<file path="src/logic/pcrc_pkg.sv">
// Shared constants for the programmable CRC engine and its bus-side controller.
// Assumes both ends run on one clock with a synchronous active-high reset.
package pcrc_pkg;

    // --------------------------------------------------------------------
    // Engine register offsets (byte addresses on the link)
    // --------------------------------------------------------------------
    localparam logic [3:0] PCRC_DATA_OFS = 4'h0;
    localparam logic [3:0] PCRC_POLY_OFS = 4'h4;
    localparam logic [3:0] PCRC_CTRL_OFS = 4'h8;

    // --------------------------------------------------------------------
    // Control register fields
    // --------------------------------------------------------------------
    localparam int PCRC_WTP_LO = 30;
    localparam int PCRC_RTP_LO = 28;
    localparam int PCRC_CPL_BIT = 26;
    localparam int PCRC_WAS_BIT = 25;
    localparam int PCRC_WIDE_BIT = 24;
    localparam logic [31:0] PCRC_CTRL_MASK = 32'hf700_0000;

    // Transpose codes
    localparam logic [1:0] PCRC_TP_NONE = 2'h0;
    localparam logic [1:0] PCRC_TP_BITS = 2'h1;
    localparam logic [1:0] PCRC_TP_ALL = 2'h2;
    localparam logic [1:0] PCRC_TP_BYTES = 2'h3;

    // --------------------------------------------------------------------
    // Reset values and widths
    // --------------------------------------------------------------------
    localparam logic [31:0] PCRC_CTRL_RST = 32'h0000_0000;
    localparam logic [31:0] PCRC_POLY_RST = 32'h0000_1021;
    localparam logic [31:0] PCRC_DATA_RST = 32'hffff_ffff;
    localparam logic [31:0] PCRC_LOW_MASK = 32'h0000_ffff;
    localparam int PCRC_BITS_PER_CYC = 4;
    localparam int PCRC_CYC_PER_BYTE = 2;

    // --------------------------------------------------------------------
    // Controller registers on AXI4-Lite
    // --------------------------------------------------------------------
    localparam logic [3:0] PCRC_H_CMD_OFS = 4'h0;
    localparam logic [3:0] PCRC_H_ARG_OFS = 4'h4;
    localparam logic [3:0] PCRC_H_STAT_OFS = 4'h8;
    localparam logic [3:0] PCRC_H_RES_OFS = 4'hc;
    localparam int PCRC_CMD_WE_BIT = 0;
    localparam int PCRC_CMD_ADDR_LO = 4;
    localparam int PCRC_CMD_BE_LO = 8;
    localparam int PCRC_STAT_BUSY_BIT = 0;
    localparam int PCRC_STAT_DONE_BIT = 1;
    localparam int PCRC_STAT_ERR_BIT = 2;
    localparam logic [1:0] PCRC_RESP_OKAY = 2'h0;
    localparam logic [1:0] PCRC_RESP_SLVERR = 2'h2;

endpackage : pcrc_pkg

</file>
<file path="src/logic/pcrc_if.sv">
// Register link between the CRC engine and the controller that drives it.
// Assumes one shared clock; a request is held until the one-cycle ack.
`timescale 1ns/10ps
interface pcrc_if;
    logic req;
    logic we;
    logic [3:0] addr;
    logic [3:0] be;
    logic [31:0] wdata;
    logic ack;
    logic [31:0] rdata;

    modport dev (input req, input we, input addr, input be, input wdata,
                 output ack, output rdata);
    modport host (output req, output we, output addr, output be, output wdata,
                  input ack, input rdata);
endinterface : pcrc_if

</file>
<file path="src/logic/pcrc_dev.sv">
// Programmable CRC engine: control, polynomial and data registers behind the link.
// Assumes the controller holds req and its payload until ack, on the same clock.
//
// Notes on behaviour
// - Data writes of 8, 16, 24 or 32 bits.
// - Host keeps written bytes contiguous.
// - Seed-load set: data write becomes seed.
// - Reseed any time by setting seed-load again.
// - Host configures everything before seed and data.
// - Host clears seed-load before data writes.
// - Width clear: 16-bit mode, low polynomial half.
// - 16-bit seed and result in low bytes.
// - Every data write updates stored checksum.
// - Width set: full 32-bit polynomial and result.
// - Bytewise update, two clocks per byte.
// - Separate write and read transpose fields.
// - Code 00 unchanged; 01 reverses bits per byte.
// - Code 10 reverses all 32 bits.
// - Code 11 swaps byte order only.
// - Short writes transposed with zeros, valid bytes only.
// - 16-bit result lands high under read 10/11.
// - Host should read the checksum as 32 bits.
// - Complement-on-read inverts every data read.
// - Polynomial high half writable only in 32-bit mode.
`timescale 1ns/10ps
module pcrc_dev
    import pcrc_pkg::*;
#(
    parameter logic [31:0] DATA_RST = PCRC_DATA_RST
) (
    input wire logic i_clk,
    input wire logic i_rst,
    pcrc_if.dev bus,
    output logic o_busy
);

    // ------------------------------------------------------------------
    // Helpers
    // ------------------------------------------------------------------
    function automatic logic [31:0] pcrc_swap(input logic [31:0] v);
        pcrc_swap = {v[7:0], v[15:8], v[23:16], v[31:24]};
    endfunction : pcrc_swap

    function automatic logic [31:0] pcrc_tpose(input logic [31:0] v, input logic [1:0] c);
        logic [31:0] rev;
        logic [31:0] r;
        for (int i = 0; i < 32; i++) begin
            rev[i] = v[31 - i];
        end
        case (c)
            PCRC_TP_BITS: r = pcrc_swap(rev);
            PCRC_TP_ALL: r = rev;
            PCRC_TP_BYTES: r = pcrc_swap(v);
            default: r = v;
        endcase
        pcrc_tpose = r;
    endfunction : pcrc_tpose

    // Lane mask follows the bytes when transposition moves them
    function automatic logic [3:0] pcrc_tmask(input logic [3:0] be, input logic [1:0] c);
        pcrc_tmask = c[1] ? {be[0], be[1], be[2], be[3]} : be;
    endfunction : pcrc_tmask

    function automatic logic [31:0] pcrc_merge(input logic [31:0] old, input logic [31:0] nw,
                                               input logic [3:0] be);
        logic [31:0] r;
        r = old;
        for (int i = 0; i < 4; i++) begin
            if (be[i]) begin
                r[8*i +: 8] = nw[8*i +: 8];
            end
        end
        pcrc_merge = r;
    endfunction : pcrc_merge

    // Four polynomial-division shifts, in the width the mode selects
    function automatic logic [31:0] pcrc_step(input logic [31:0] v, input logic [31:0] p,
                                              input logic wide);
        logic [31:0] r;
        logic msb;
        r = v;
        for (int i = 0; i < PCRC_BITS_PER_CYC; i++) begin
            if (wide) begin
                msb = r[31];
                r = {r[30:0], 1'b0};
                if (msb) begin
                    r = r ^ p;
                end
            end else begin
                msb = r[15];
                r = {16'h0000, r[14:0], 1'b0};
                if (msb) begin
                    r = r ^ (p & PCRC_LOW_MASK);
                end
            end
        end
        pcrc_step = r;
    endfunction : pcrc_step

    // ------------------------------------------------------------------
    // State
    // ------------------------------------------------------------------
    logic [31:0] ctrl_q;
    logic [31:0] poly_q;
    logic [31:0] crc_q;
    logic [31:0] din_q;
    logic [3:0] pend_q;
    logic [3:0] pend_d;
    logic phase_q;
    logic busy_q;
    logic ack_q;
    logic [31:0] rdata_q;

    logic wide;
    logic [1:0] wtp;
    logic [1:0] rtp;
    logic hit_data;
    logic take;
    logic wr;
    logic [31:0] wmask;
    logic [31:0] wt;
    logic [3:0] bt;
    logic [1:0] sel;
    logic [7:0] cur_byte;
    logic [31:0] width_mask;

    assign wide = ctrl_q[PCRC_WIDE_BIT];
    assign wtp = ctrl_q[PCRC_WTP_LO +: 2];
    assign rtp = ctrl_q[PCRC_RTP_LO +: 2];
    assign width_mask = wide ? 32'hffff_ffff : PCRC_LOW_MASK;
    assign hit_data = (bus.addr == PCRC_DATA_OFS);
    // Only the data register waits; config writes mid-update are the host's risk
    assign take = bus.req && !ack_q && !(hit_data && busy_q);
    assign wr = take && bus.we;

    always_comb begin
        wmask = '0;
        for (int i = 0; i < 4; i++) begin
            wmask[8*i +: 8] = {8{bus.be[i]}};
        end
    end

    // Unused lanes enter the transpose as zeros
    assign wt = pcrc_tpose(bus.wdata & wmask, wtp);
    assign bt = pcrc_tmask(bus.be, wtp);

    // Highest pending lane goes first, matching a 32-bit write's byte order
    always_comb begin
        sel = 2'h0;
        for (int i = 0; i < 4; i++) begin
            if (pend_q[i]) begin
                sel = 2'(i);
            end
        end
    end
    assign cur_byte = din_q[8*sel +: 8];

    // ------------------------------------------------------------------
    // Configuration registers
    // ------------------------------------------------------------------
    always_ff @(posedge i_clk) begin
        if (i_rst) begin
            ctrl_q <= PCRC_CTRL_RST;
        end else if (wr && bus.addr == PCRC_CTRL_OFS) begin
            ctrl_q <= pcrc_merge(ctrl_q, bus.wdata, bus.be) & PCRC_CTRL_MASK;
        end
    end

    always_ff @(posedge i_clk) begin
        if (i_rst) begin
            poly_q <= PCRC_POLY_RST;
        end else if (wr && bus.addr == PCRC_POLY_OFS) begin
            poly_q <= pcrc_merge(poly_q, bus.wdata,
                                 wide ? bus.be : {2'b00, bus.be[1:0]});
        end
    end

    // ------------------------------------------------------------------
    // Bytewise engine
    // ------------------------------------------------------------------
    always_comb begin
        pend_d = pend_q;
        if (wr && hit_data && !ctrl_q[PCRC_WAS_BIT]) begin
            pend_d = bt;
        end else if (busy_q && phase_q) begin
            pend_d[sel] = 1'b0;
        end
    end

    always_ff @(posedge i_clk) begin
        if (i_rst) begin
            pend_q <= 4'h0;
            busy_q <= 1'b0;
            phase_q <= 1'b0;
            din_q <= 32'h0000_0000;
        end else begin
            pend_q <= pend_d;
            busy_q <= |pend_d;
            if (wr && hit_data) begin
                din_q <= wt;
                phase_q <= 1'b0;
            end else if (busy_q) begin
                phase_q <= !phase_q;
            end
        end
    end

    always_ff @(posedge i_clk) begin
        if (i_rst) begin
            crc_q <= DATA_RST;
        end else if (wr && hit_data && ctrl_q[PCRC_WAS_BIT]) begin
            // High bytes are dropped in 16-bit mode
            crc_q <= pcrc_merge(crc_q, wt, bt) & width_mask;
        end else if (busy_q && !phase_q) begin
            // First clock folds the byte in and does four shifts
            crc_q <= pcrc_step(crc_q ^ (wide ? {cur_byte, 24'h0} : {16'h0, cur_byte, 8'h0}),
                               poly_q, wide);
        end else if (busy_q) begin
            crc_q <= pcrc_step(crc_q, poly_q, wide);
        end
    end

    // ------------------------------------------------------------------
    // Read path and acknowledge
    // ------------------------------------------------------------------
    always_ff @(posedge i_clk) begin
        if (i_rst) begin
            ack_q <= 1'b0;
            rdata_q <= 32'h0000_0000;
        end else begin
            ack_q <= take;
            if (take && !bus.we) begin
                case (bus.addr)
                    PCRC_DATA_OFS: rdata_q <= pcrc_tpose((crc_q & width_mask) ^
                        (ctrl_q[PCRC_CPL_BIT] ? width_mask : 32'h0000_0000),
                        rtp);
                    PCRC_POLY_OFS: rdata_q <= wide ? poly_q : (poly_q & PCRC_LOW_MASK);
                    PCRC_CTRL_OFS: rdata_q <= ctrl_q;
                    default: rdata_q <= 32'h0000_0000;
                endcase
            end
        end
    end

    assign bus.ack = ack_q;
    assign bus.rdata = rdata_q;
    assign o_busy = busy_q;

endmodule : pcrc_dev

</file>
<file path="src/flat_wrapper.sv">
// flat-port wrapper written by rule: the top's interface ports become plain ports
module pcrc_dev_flat import pcrc_pkg::*;
#(
    parameter logic [31:0] DATA_RST = PCRC_DATA_RST
)
  (i_clk, i_rst, o_busy, bus_req, bus_we, bus_addr, bus_be, bus_wdata, bus_ack, bus_rdata);
  pcrc_if bus_i ();
  input wire logic i_clk;
  input wire logic i_rst;
  output logic o_busy;
  input wire logic [$bits(bus_i.req)-1:0] bus_req;
  input wire logic [$bits(bus_i.we)-1:0] bus_we;
  input wire logic [$bits(bus_i.addr)-1:0] bus_addr;
  input wire logic [$bits(bus_i.be)-1:0] bus_be;
  input wire logic [$bits(bus_i.wdata)-1:0] bus_wdata;
  output wire logic [$bits(bus_i.ack)-1:0] bus_ack;
  output wire logic [$bits(bus_i.rdata)-1:0] bus_rdata;
  assign bus_i.req = bus_req;
  assign bus_i.we = bus_we;
  assign bus_i.addr = bus_addr;
  assign bus_i.be = bus_be;
  assign bus_i.wdata = bus_wdata;
  assign bus_ack = bus_i.ack;
  assign bus_rdata = bus_i.rdata;
  pcrc_dev #(.DATA_RST(DATA_RST)) u_core (.i_clk(i_clk), .i_rst(i_rst), .bus(bus_i), .o_busy(o_busy));
endmodule
</file>
<file path="config.mk">
export PLATFORM = sky130hd
export DESIGN_NAME = pcrc_dev_flat
export DESIGN_NICKNAME = d
export VERILOG_FILES = /design/src/logic/pcrc_pkg.sv /design/src/logic/pcrc_if.sv /design/src/logic/pcrc_dev.sv /design/src/flat_wrapper.sv
export SDC_FILE = /design/constraint.sdc
export NUM_CORES = 1
export LEC_CHECK = 0
export ABC_AREA = 1
export ABC_CLOCK_PERIOD_IN_PS = 2600
export BUFFER_PORTS_ARGS = -buffer_cell sky130_fd_sc_hd__buf_2
export CAP_MARGIN = 30
export CORE_UTILIZATION = 45
export DETAILED_ROUTE_END_ITERATION = 10
export PLACE_DENSITY_LB_ADDON = 0.08
export SETUP_SLACK_MARGIN = 0.2
export SLEW_MARGIN = 20
export SYNTH_ARGS = -nofsm -noshare
export SYNTH_HDL_FRONTEND = slang
export SYNTH_SLANG_ARGS = --single-unit
</file>
<file path="constraint.sdc">
create_clock -name i_clk -period 2.6 [get_ports i_clk]
set_clock_uncertainty 0.05 [all_clocks]
set_input_delay 0.13 -clock i_clk [delete_from_list [all_inputs] [get_ports i_clk]]
set_output_delay 0.13 -clock i_clk [all_outputs]
set_load 0.03 [all_outputs]
</file>
==> summary.md, run 1 <==
| Metric | Value |
|---|---|
| Status | `complete, but fails checks` |
| Failing checks | `setup timing` |
| Routed wire per std cell | `22.5 µm` |
| Worst hold path depth | `3` |
| Post-route DRC | `0` |
| Synth Net Count | `2,839` |
| FF-to-FF End | `u_core.crc_q[17]` |
| Period utilization | `120%` |
| Ranking of synthesized cells by area | `nand2_1 18%, dfxtp_1 18%, nand3_1 7.9%` |
| Max Cap Viol | `0` |
| WL met3 | `7820 µm` |
| Clk Latency, worst-skew pair | `470 ps` |
| Relative slew slack | `32.7%` |
| Number of enable flip-flop cells after synthesis | `0` |
| DP Area | `0.0191 mm²` |
| H-tree depth | `4` |
| Mean Syn Cell Area | `5.73 µm²` |
| Slew Viols, Final | `0` |
| Largest net degree at the start of global routing | `51` |
| RR Startpoint | `u_core.pend_q[3]` |
| Final setup fails | `32` |
| FF-to-FF path depth | `24` |
| Fmax | `0.322 GHz` |
| Highest routed layer | `met5` |
| Worst R2R Setup Slack | `-510 ps` |
| TNS Setup | `-13,330 ps` |
| Minimum clock period | `3110 ps` |
| Final Wtd Congestion | `1.06` |
| Post-synth top area share | `18.4%` |
| FP Rows | `68` |
| Top FF cell, synth | `dfxtp_1` |
| Top fanout value on the critical path | `8` |
| CP startpoint kind | `register` |
| # IOs | `78` |
| Mapped Area | `0.0160 mm²` |
| Cell taking the most area after synthesis | `nand2_1` |
| CP Capture Type | `register` |
| Clock tree buffer depth | `2` |
| Vias | `21,487` |
| Critical Path RT | `2910 ps` |
| CTS tree | `done` |
| FFs w/ async S/R, synth | `0%` |
| Die area | `0.0363 mm²` |
| Part of the Yosys area used for sequential elements | `17.8%` |
| Peak supply drop | `0.000481 V` |
| Total track usage | `44.0%` |
| Worst min path class | `input pin to register` |
| Slew @ Worst Pin | `998 ps` |
| Die Height | `191 µm` |
| Detail-routed via count per cell | `5.97` |
| Initial antenna violation count | `1` |
| Final WS setup | `-510 ps` |
| Routed Antenna Nets | `0` |
| Layout Nets | `3,174` |
| Vias in the first global route | `19,911` |
| Share of cells above drive strength 1 | `26.0%` |
| Unrepaired setup endpoints after global routing | `yes` |
| DIE WIDTH | `191 µm` |
| Final instance area | `0.0214 mm²` |
| Length of routed wiring on met1 | `31,500 µm` |
| Post-synthesis register bit count | `142` |
| Arr. time, crit path | `3420 ps` |
| Final Hold Viols | `0` |
| CTS buffer count | `17` |
| CTS Sinks | `142` |
| Number of synthesis warnings | `0` |
| First-pass GRT wire length | `119,000 µm` |
| 1st-pass router iterations | `7` |
| Hold Path Sink | `u_core.poly_q[21]` |
| Initial Utilization | `46.0%` |
| Fin util | `61.4%` |
| GR Overflow Total | `0` |
| Pleak | `9.68 nW` |
| CTS Root Cell | `clkbuf_16` |
| 1st-iter DRT viols | `2,405` |
| Reg clk slew, reported paths | `70 ps` |
| Total length of routed met2 wires | `35,500 µm` |
| DP HPWL | `60,900 µm` |
| Synth cell types | `54` |
| IO buf count | `77` |
| Mapped Cells | `2,795` |
| Pre-CTS setup slack | `-553 ps` |
| Pwr/cell area | `363 mW/mm²` |
| CORE AREA | `0.0348 mm²` |
| Final WL | `80,900 µm` |
| Total power draw | `7.76 mW` |
| N_diodes | `0` |
| Critical path origin | `u_core.pend_q[3]` |
| HP Start | `bus_wdata[21]` |
| Crit Path Class | `register to register` |
| P&R area growth vs syn | `33.5%` |
-- report_power, final --
group / total, mW / leakage [nW] / internal (mW) / switching (mW)
Clock: 2.70 / 0.291 / 1.56 / 1.14
Sequential: 2.27 / 1.15 / 2.22 / 0.0430
Combinational: 2.79 / 8.23 / 1.08 / 1.71
Total: 7.76 / 9.68 / 4.87 / 2.89
-- what timing repair did --
| action | in CTS | in global routing |
|---|---|---|
| setup endpoints to repair | 43 | 60 |
| endpoints found under the hold margin | 17 | 0 |
| pin swaps | 58 | 54 |
| buffers inserted | 32 | 7 |
| cloned | 2 | 0 |
| hold buffers | 17 | 0 |
| resized for setup | 134 | 163 |
-- metrics by stage --
| step | hold slack, ps | cells |
|---|---|---|
| finish | 39.8 | 3598 |
| global route | 69.1 | 3598 |
| CTS | 43.4 | 3590 |
| detailed placement | 380 | 3507 |
| global placement | 371 | 3507 |
| floorplan | 222 | 2795 |
-- placed cells by master (no fill, tap or decap), types with 77 or more instances in the layout --
cell type  netlist  layout
nand2_1        783     722
inv_1          238     225
a21oi_1        251     231
buf_4           10     347
buf_2           37      77
dfxtp_1        142     133
xor2_1         117      93
o21ai_0        215     171
nand3_1        254     215
nor2_1         201     181
-- how the worst max path moves through the flow --
stage | endpoint | slack [ps] | cells past startpoint
floorplan | u_core.crc_q[19] | 7 | 25
global placement | u_core.crc_q[4] | -480 | 26
detailed placement | u_core.crc_q[6] | -550 | 26
CTS | u_core.crc_q[17] | -370 | 24
global route | u_core.crc_q[13] | -680 | 27
finish | u_core.crc_q[17] | -510 | 24
-- area by class of cell --
type / count / area [µm²]
Clock buffer: 22 / 464
Timing Repair Buffer: 492 / 3990
Tap cell: 455 / 569
Fill cell: 3419 / 13400
Multi-Input combinational cell: 2205 / 12300
Inverter: 272 / 1060
Clock inverter: 10 / 138
Sequential cell: 142 / 2870
-- critical path: stages, from the launching register on --
cell	delay, ps
dfxtp_4	370
inv_2	50
buf_6	120
nand2_4	100
nand2_4	60
nand2_4	100
nand4_1	160
nand2_4	140
nand2_1	60
nand2_1	70
nand2_2	90
buf_6	140
o21ai_4	160
nand2_4	120
inv_2	80
nand3_2	90
nand2_4	140
inv_6	60
buf_12	140
o211ai_1	190
o311ai_1	130
nand2_1	200
nand2_1	80
nand2_1	60
nand2_1	50
-- cells in the mapped netlist (all sizes together) (16+ instances only) --
| cell | number |
|---|---|
| nor3 | 16 |
| o211ai | 30 |
| a31oi | 18 |
| o21ai | 274 |
| o221ai | 28 |
| buf | 75 |
| dfxtp | 142 |
| xnor2 | 63 |
| o22ai | 28 |
| nand4 | 19 |
| nor2 | 209 |
| xor2 | 118 |
| a21oi | 253 |
| clkbuf | 101 |
| nand2 | 813 |
| nand3 | 262 |
| inv | 264 |
-- state kept, by name, summed over array words and instances (netlist names) --
signal            flops
u_core.bus.ack        1
u_core.bus.rdata     32
u_core.pend_q         4
u_core.din_q         32
u_core.o_busy         1
u_core.phase_q        1
u_core.ctrl_q         7
u_core.poly_q        32
u_core.crc_q         32
-- per-layer routing --
metal  GRT usage (%)  up-vias
met5               0        -
met4            30.5        2
met3            9.53      301
met2            68.2     1283
met1            54.1    10010
li1                -     9891
-- cell families (layout without fill, tap and decap cells) --
group | Yosys count | count (layout) | synth area share, %
buffers and inverters | 448 | 796 | 11.9
AND/OR/NAND/NOR | 1333 | 1333 | 35.5
multiplexers | 3 | 3 | 0.188
flip-flops | 142 | 142 | 17.8
XOR/XNOR | 181 | 181 | 10.1
AO/OA/AOI/OAI | 688 | 688 | 24.7
No activity file was read; power rests on OpenSTA's default activity.
==> inputs of run 2 (changes only) <==
--- a/config.mk
+++ b/config.mk
@@ -11,7 +11,6 @@
 export CAP_MARGIN = 30
 export CORE_UTILIZATION = 45
 export DETAILED_ROUTE_END_ITERATION = 10
-export PLACE_DENSITY_LB_ADDON = 0.08
 export SETUP_SLACK_MARGIN = 0.2
 export SLEW_MARGIN = 20
 export SYNTH_ARGS = -nofsm -noshare
==> run 2 against run 1 <==
  * The flow finishes with violations (hold timing, setup timing)
  * Critical path type unchanged
  * Worst hold slack got worse by 50 ps
  * Clock power decreased by 6%
  * Fmax decreased by 2.9%
  * Sequential power barely moved
==> summary.md, run 2 (synthesis results as in run 1) <==
| Metric | Value |
|---|---|
| Routed wire per std cell | `22.8 µm` |
| Sequential cell area | `0.00286 mm²` |
| Reg clk slew, reported paths | `80 ps` |
| FP Rows | `68` |
| CORE AREA | `0.0348 mm²` |
| Layout Nets | `3,226` |
| Failing checks | `hold timing, setup timing` |
| Worst hold path depth | `3` |
| Post-route DRC | `0` |
| Multi-input logic area | `0.0134 mm²` |
| Final Wtd Congestion | `1.00` |
| Total track usage | `44.2%` |
| CP Capture Type | `register` |
| Worst path slowest cell | `dfxtp_4` |
| GR Overflow Total | `0` |
| # fillers | `3,134` |
| Share of cells above drive strength 1 | `33.5%` |
| Relative slew slack | `50.8%` |
| H-tree depth | `4` |
| First-pass GRT wire length | `121,000 µm` |
| Final WL | `83,300 µm` |
| CP startpoint kind | `register` |
| FF-to-FF path depth | `22` |
| Minimum clock period | `3200 ps` |
| Slew @ Worst Pin | `737 ps` |
| Clock tree buffer depth | `2` |
| CTS buffer count | `17` |
| Detail-routed via count per cell | `6.03` |
| Slowest stage delay, CP | `380 ps` |
| Die area | `0.0363 mm²` |
| Total power draw | `8.05 mW` |
| Final WS setup | `-604 ps` |
| CTS Sinks | `142` |
| Slew Viols, Final | `0` |
| Commonest non-fill, non-tap cell in the layout | `nand2_1` |
| 1st-pass router iterations | `7` |
| Final setup fails | `32` |
| Final Hold Viols | `2` |
| Worst min path class | `input pin to register` |
| Leading cell types in the layout, fill and taps excluded | `655 x nand2_1, 362 x buf_4, 216 x a21oi_1` |
| Crit Path Class | `register to register` |
| Initial antenna violation count | `1` |
| Worst path cell trace | `inv_8 > o21ai_4 > buf_12 > buf_8 > buf_16 > o21ai_4 > buf_6 > nor2_4 > nor2_1 > o21ai_1 > nand2_1 > xor2_1 > o21ai_1 > nand2_1 > xor2_2 > o21ai_1 > nand2_1 > a21oi_2 > buf_6 > nand2_4 > nand2_2 > nand2_1` |
| Initial Utilization | `46.0%` |
| Die Height | `191 µm` |
| IO buf count | `77` |
| DP HPWL | `60,900 µm` |
| Critical Path RT | `2890 ps` |
| Max Cap Viol | `0` |
| Top fanout value on the critical path | `6` |
| Largest net degree at the start of global routing | `51` |
| Routed Antenna Nets | `0` |
| 1st-iter DRT viols | `2,466` |
| CTS Root Cell | `clkbuf_16` |
| Vias | `22,002` |
| P&R area growth vs syn | `44.1%` |
| DIE WIDTH | `191 µm` |
| Clk Latency, worst-skew pair | `460 ps` |
| Arr. time, crit path | `3500 ps` |
| TNS Setup | `-14,880 ps` |
| Vias in the first global route | `20,199` |
| Pleak | `10.2 nW` |
| Fmax | `0.312 GHz` |
| Hold_ws | `-9.87 ps` |
| Period utilization | `123%` |
| # IOs | `78` |
| Pwr/cell area | `349 mW/mm²` |
| Cell mode on critical path | `nand2_1` |
| Peak supply drop | `0.000446 V` |
| Unrepaired setup endpoints after global routing | `yes` |
| Status | `complete, but fails checks` |
| CTS tree | `done` |
run 2: cell count changes in the layout (fill, tap and decap cells not counted), moves of 20 or more:
cell | before | now
xor2_2 | 23 | 45
nand2_1 | 722 | 655
nand3_1 | 215 | 181
buf_6 | 23 | 54
inv_1 | 225 | 205
nand2_2 | 64 | 114
nor2_1 | 181 | 161
xor2_1 | 93 | 70
nand3_2 | 43 | 66
run 2: cell type report:
class                      count  area share, %
timing repair buffer         541           20.0
clock inverter                15          0.618
tap                          455           2.47
multi-input combinational   2208           57.9
sequential                   142           12.4
clock buffer                  17           1.84
inverter                     272           4.72
antenna                        1         0.0108
run 2: per-layer routing:
metal / global-route usage (%) / part of all wire, % / up-vias
met5: 0 / 0 / -
met4: 32.9 / 9.0 / 0
met3: 7.75 / 10 / 395
met2: 69.7 / 44 / 1369
met1: 53.8 / 37 / 10243
li1: - / - / 9995
run 2: worst paths after layout:
| check | from | slack (ps) | end |
|---|---|---|---|
| hold reg to reg | u_core.din_q[27] | 410 | u_core.din_q[27] |
| hold / removal | bus_wdata[23] | -10 | u_core.poly_q[23] |
| setup reg to reg | u_core.crc_q[15] | -600 | u_core.crc_q[13] |
| setup / recovery | u_core.crc_q[15] | -600 | u_core.crc_q[13] |
run 2: repair_timing:
action,CTS,global route
endpoints found under the hold margin,9,0
gates cloned,8,1
endpoints found under the setup margin,42,71
pin swaps,94,199
gates resized for setup,248,345
hold buffers,8,0
buffers inserted,57,28
run 2: per-stage QoR:
stage / cell area [µm²] / hold slack, ps / util (%) / setup WS (ps) / std cells
final: 23100 / -9.87 / 66.3 / -604 / 3651
after global routing: 23100 / 9.86 / 66.3 / -746 / 3650
after CTS: 21500 / 2.04 / 61.7 / -427 / 3621
after detailed placement: 19200 / 391 / 55.1 / -557 / 3516
after global placement: 19200 / 393 / 55.1 / -510 / 3516
after floorplan: 16200 / 222 / - / 7.01 / 2795
run 2: power by group:
group | internal, mW | leakage (nW) | switching (mW)
Combinational | 1.31 | 8.77 | 1.94
Sequential | 2.22 | 1.15 | 0.0409
Clock | 1.27 | 0.279 | 1.27
run 2: critical path, delay by kind of cell (launching register included):
kind	cells	cell delay [ps]
buffers and inverters	6	750
flip-flops	1	380
AO/OA/AOI/OAI	6	950
XOR/XNOR	2	330
AND/OR/NAND/NOR	8	650
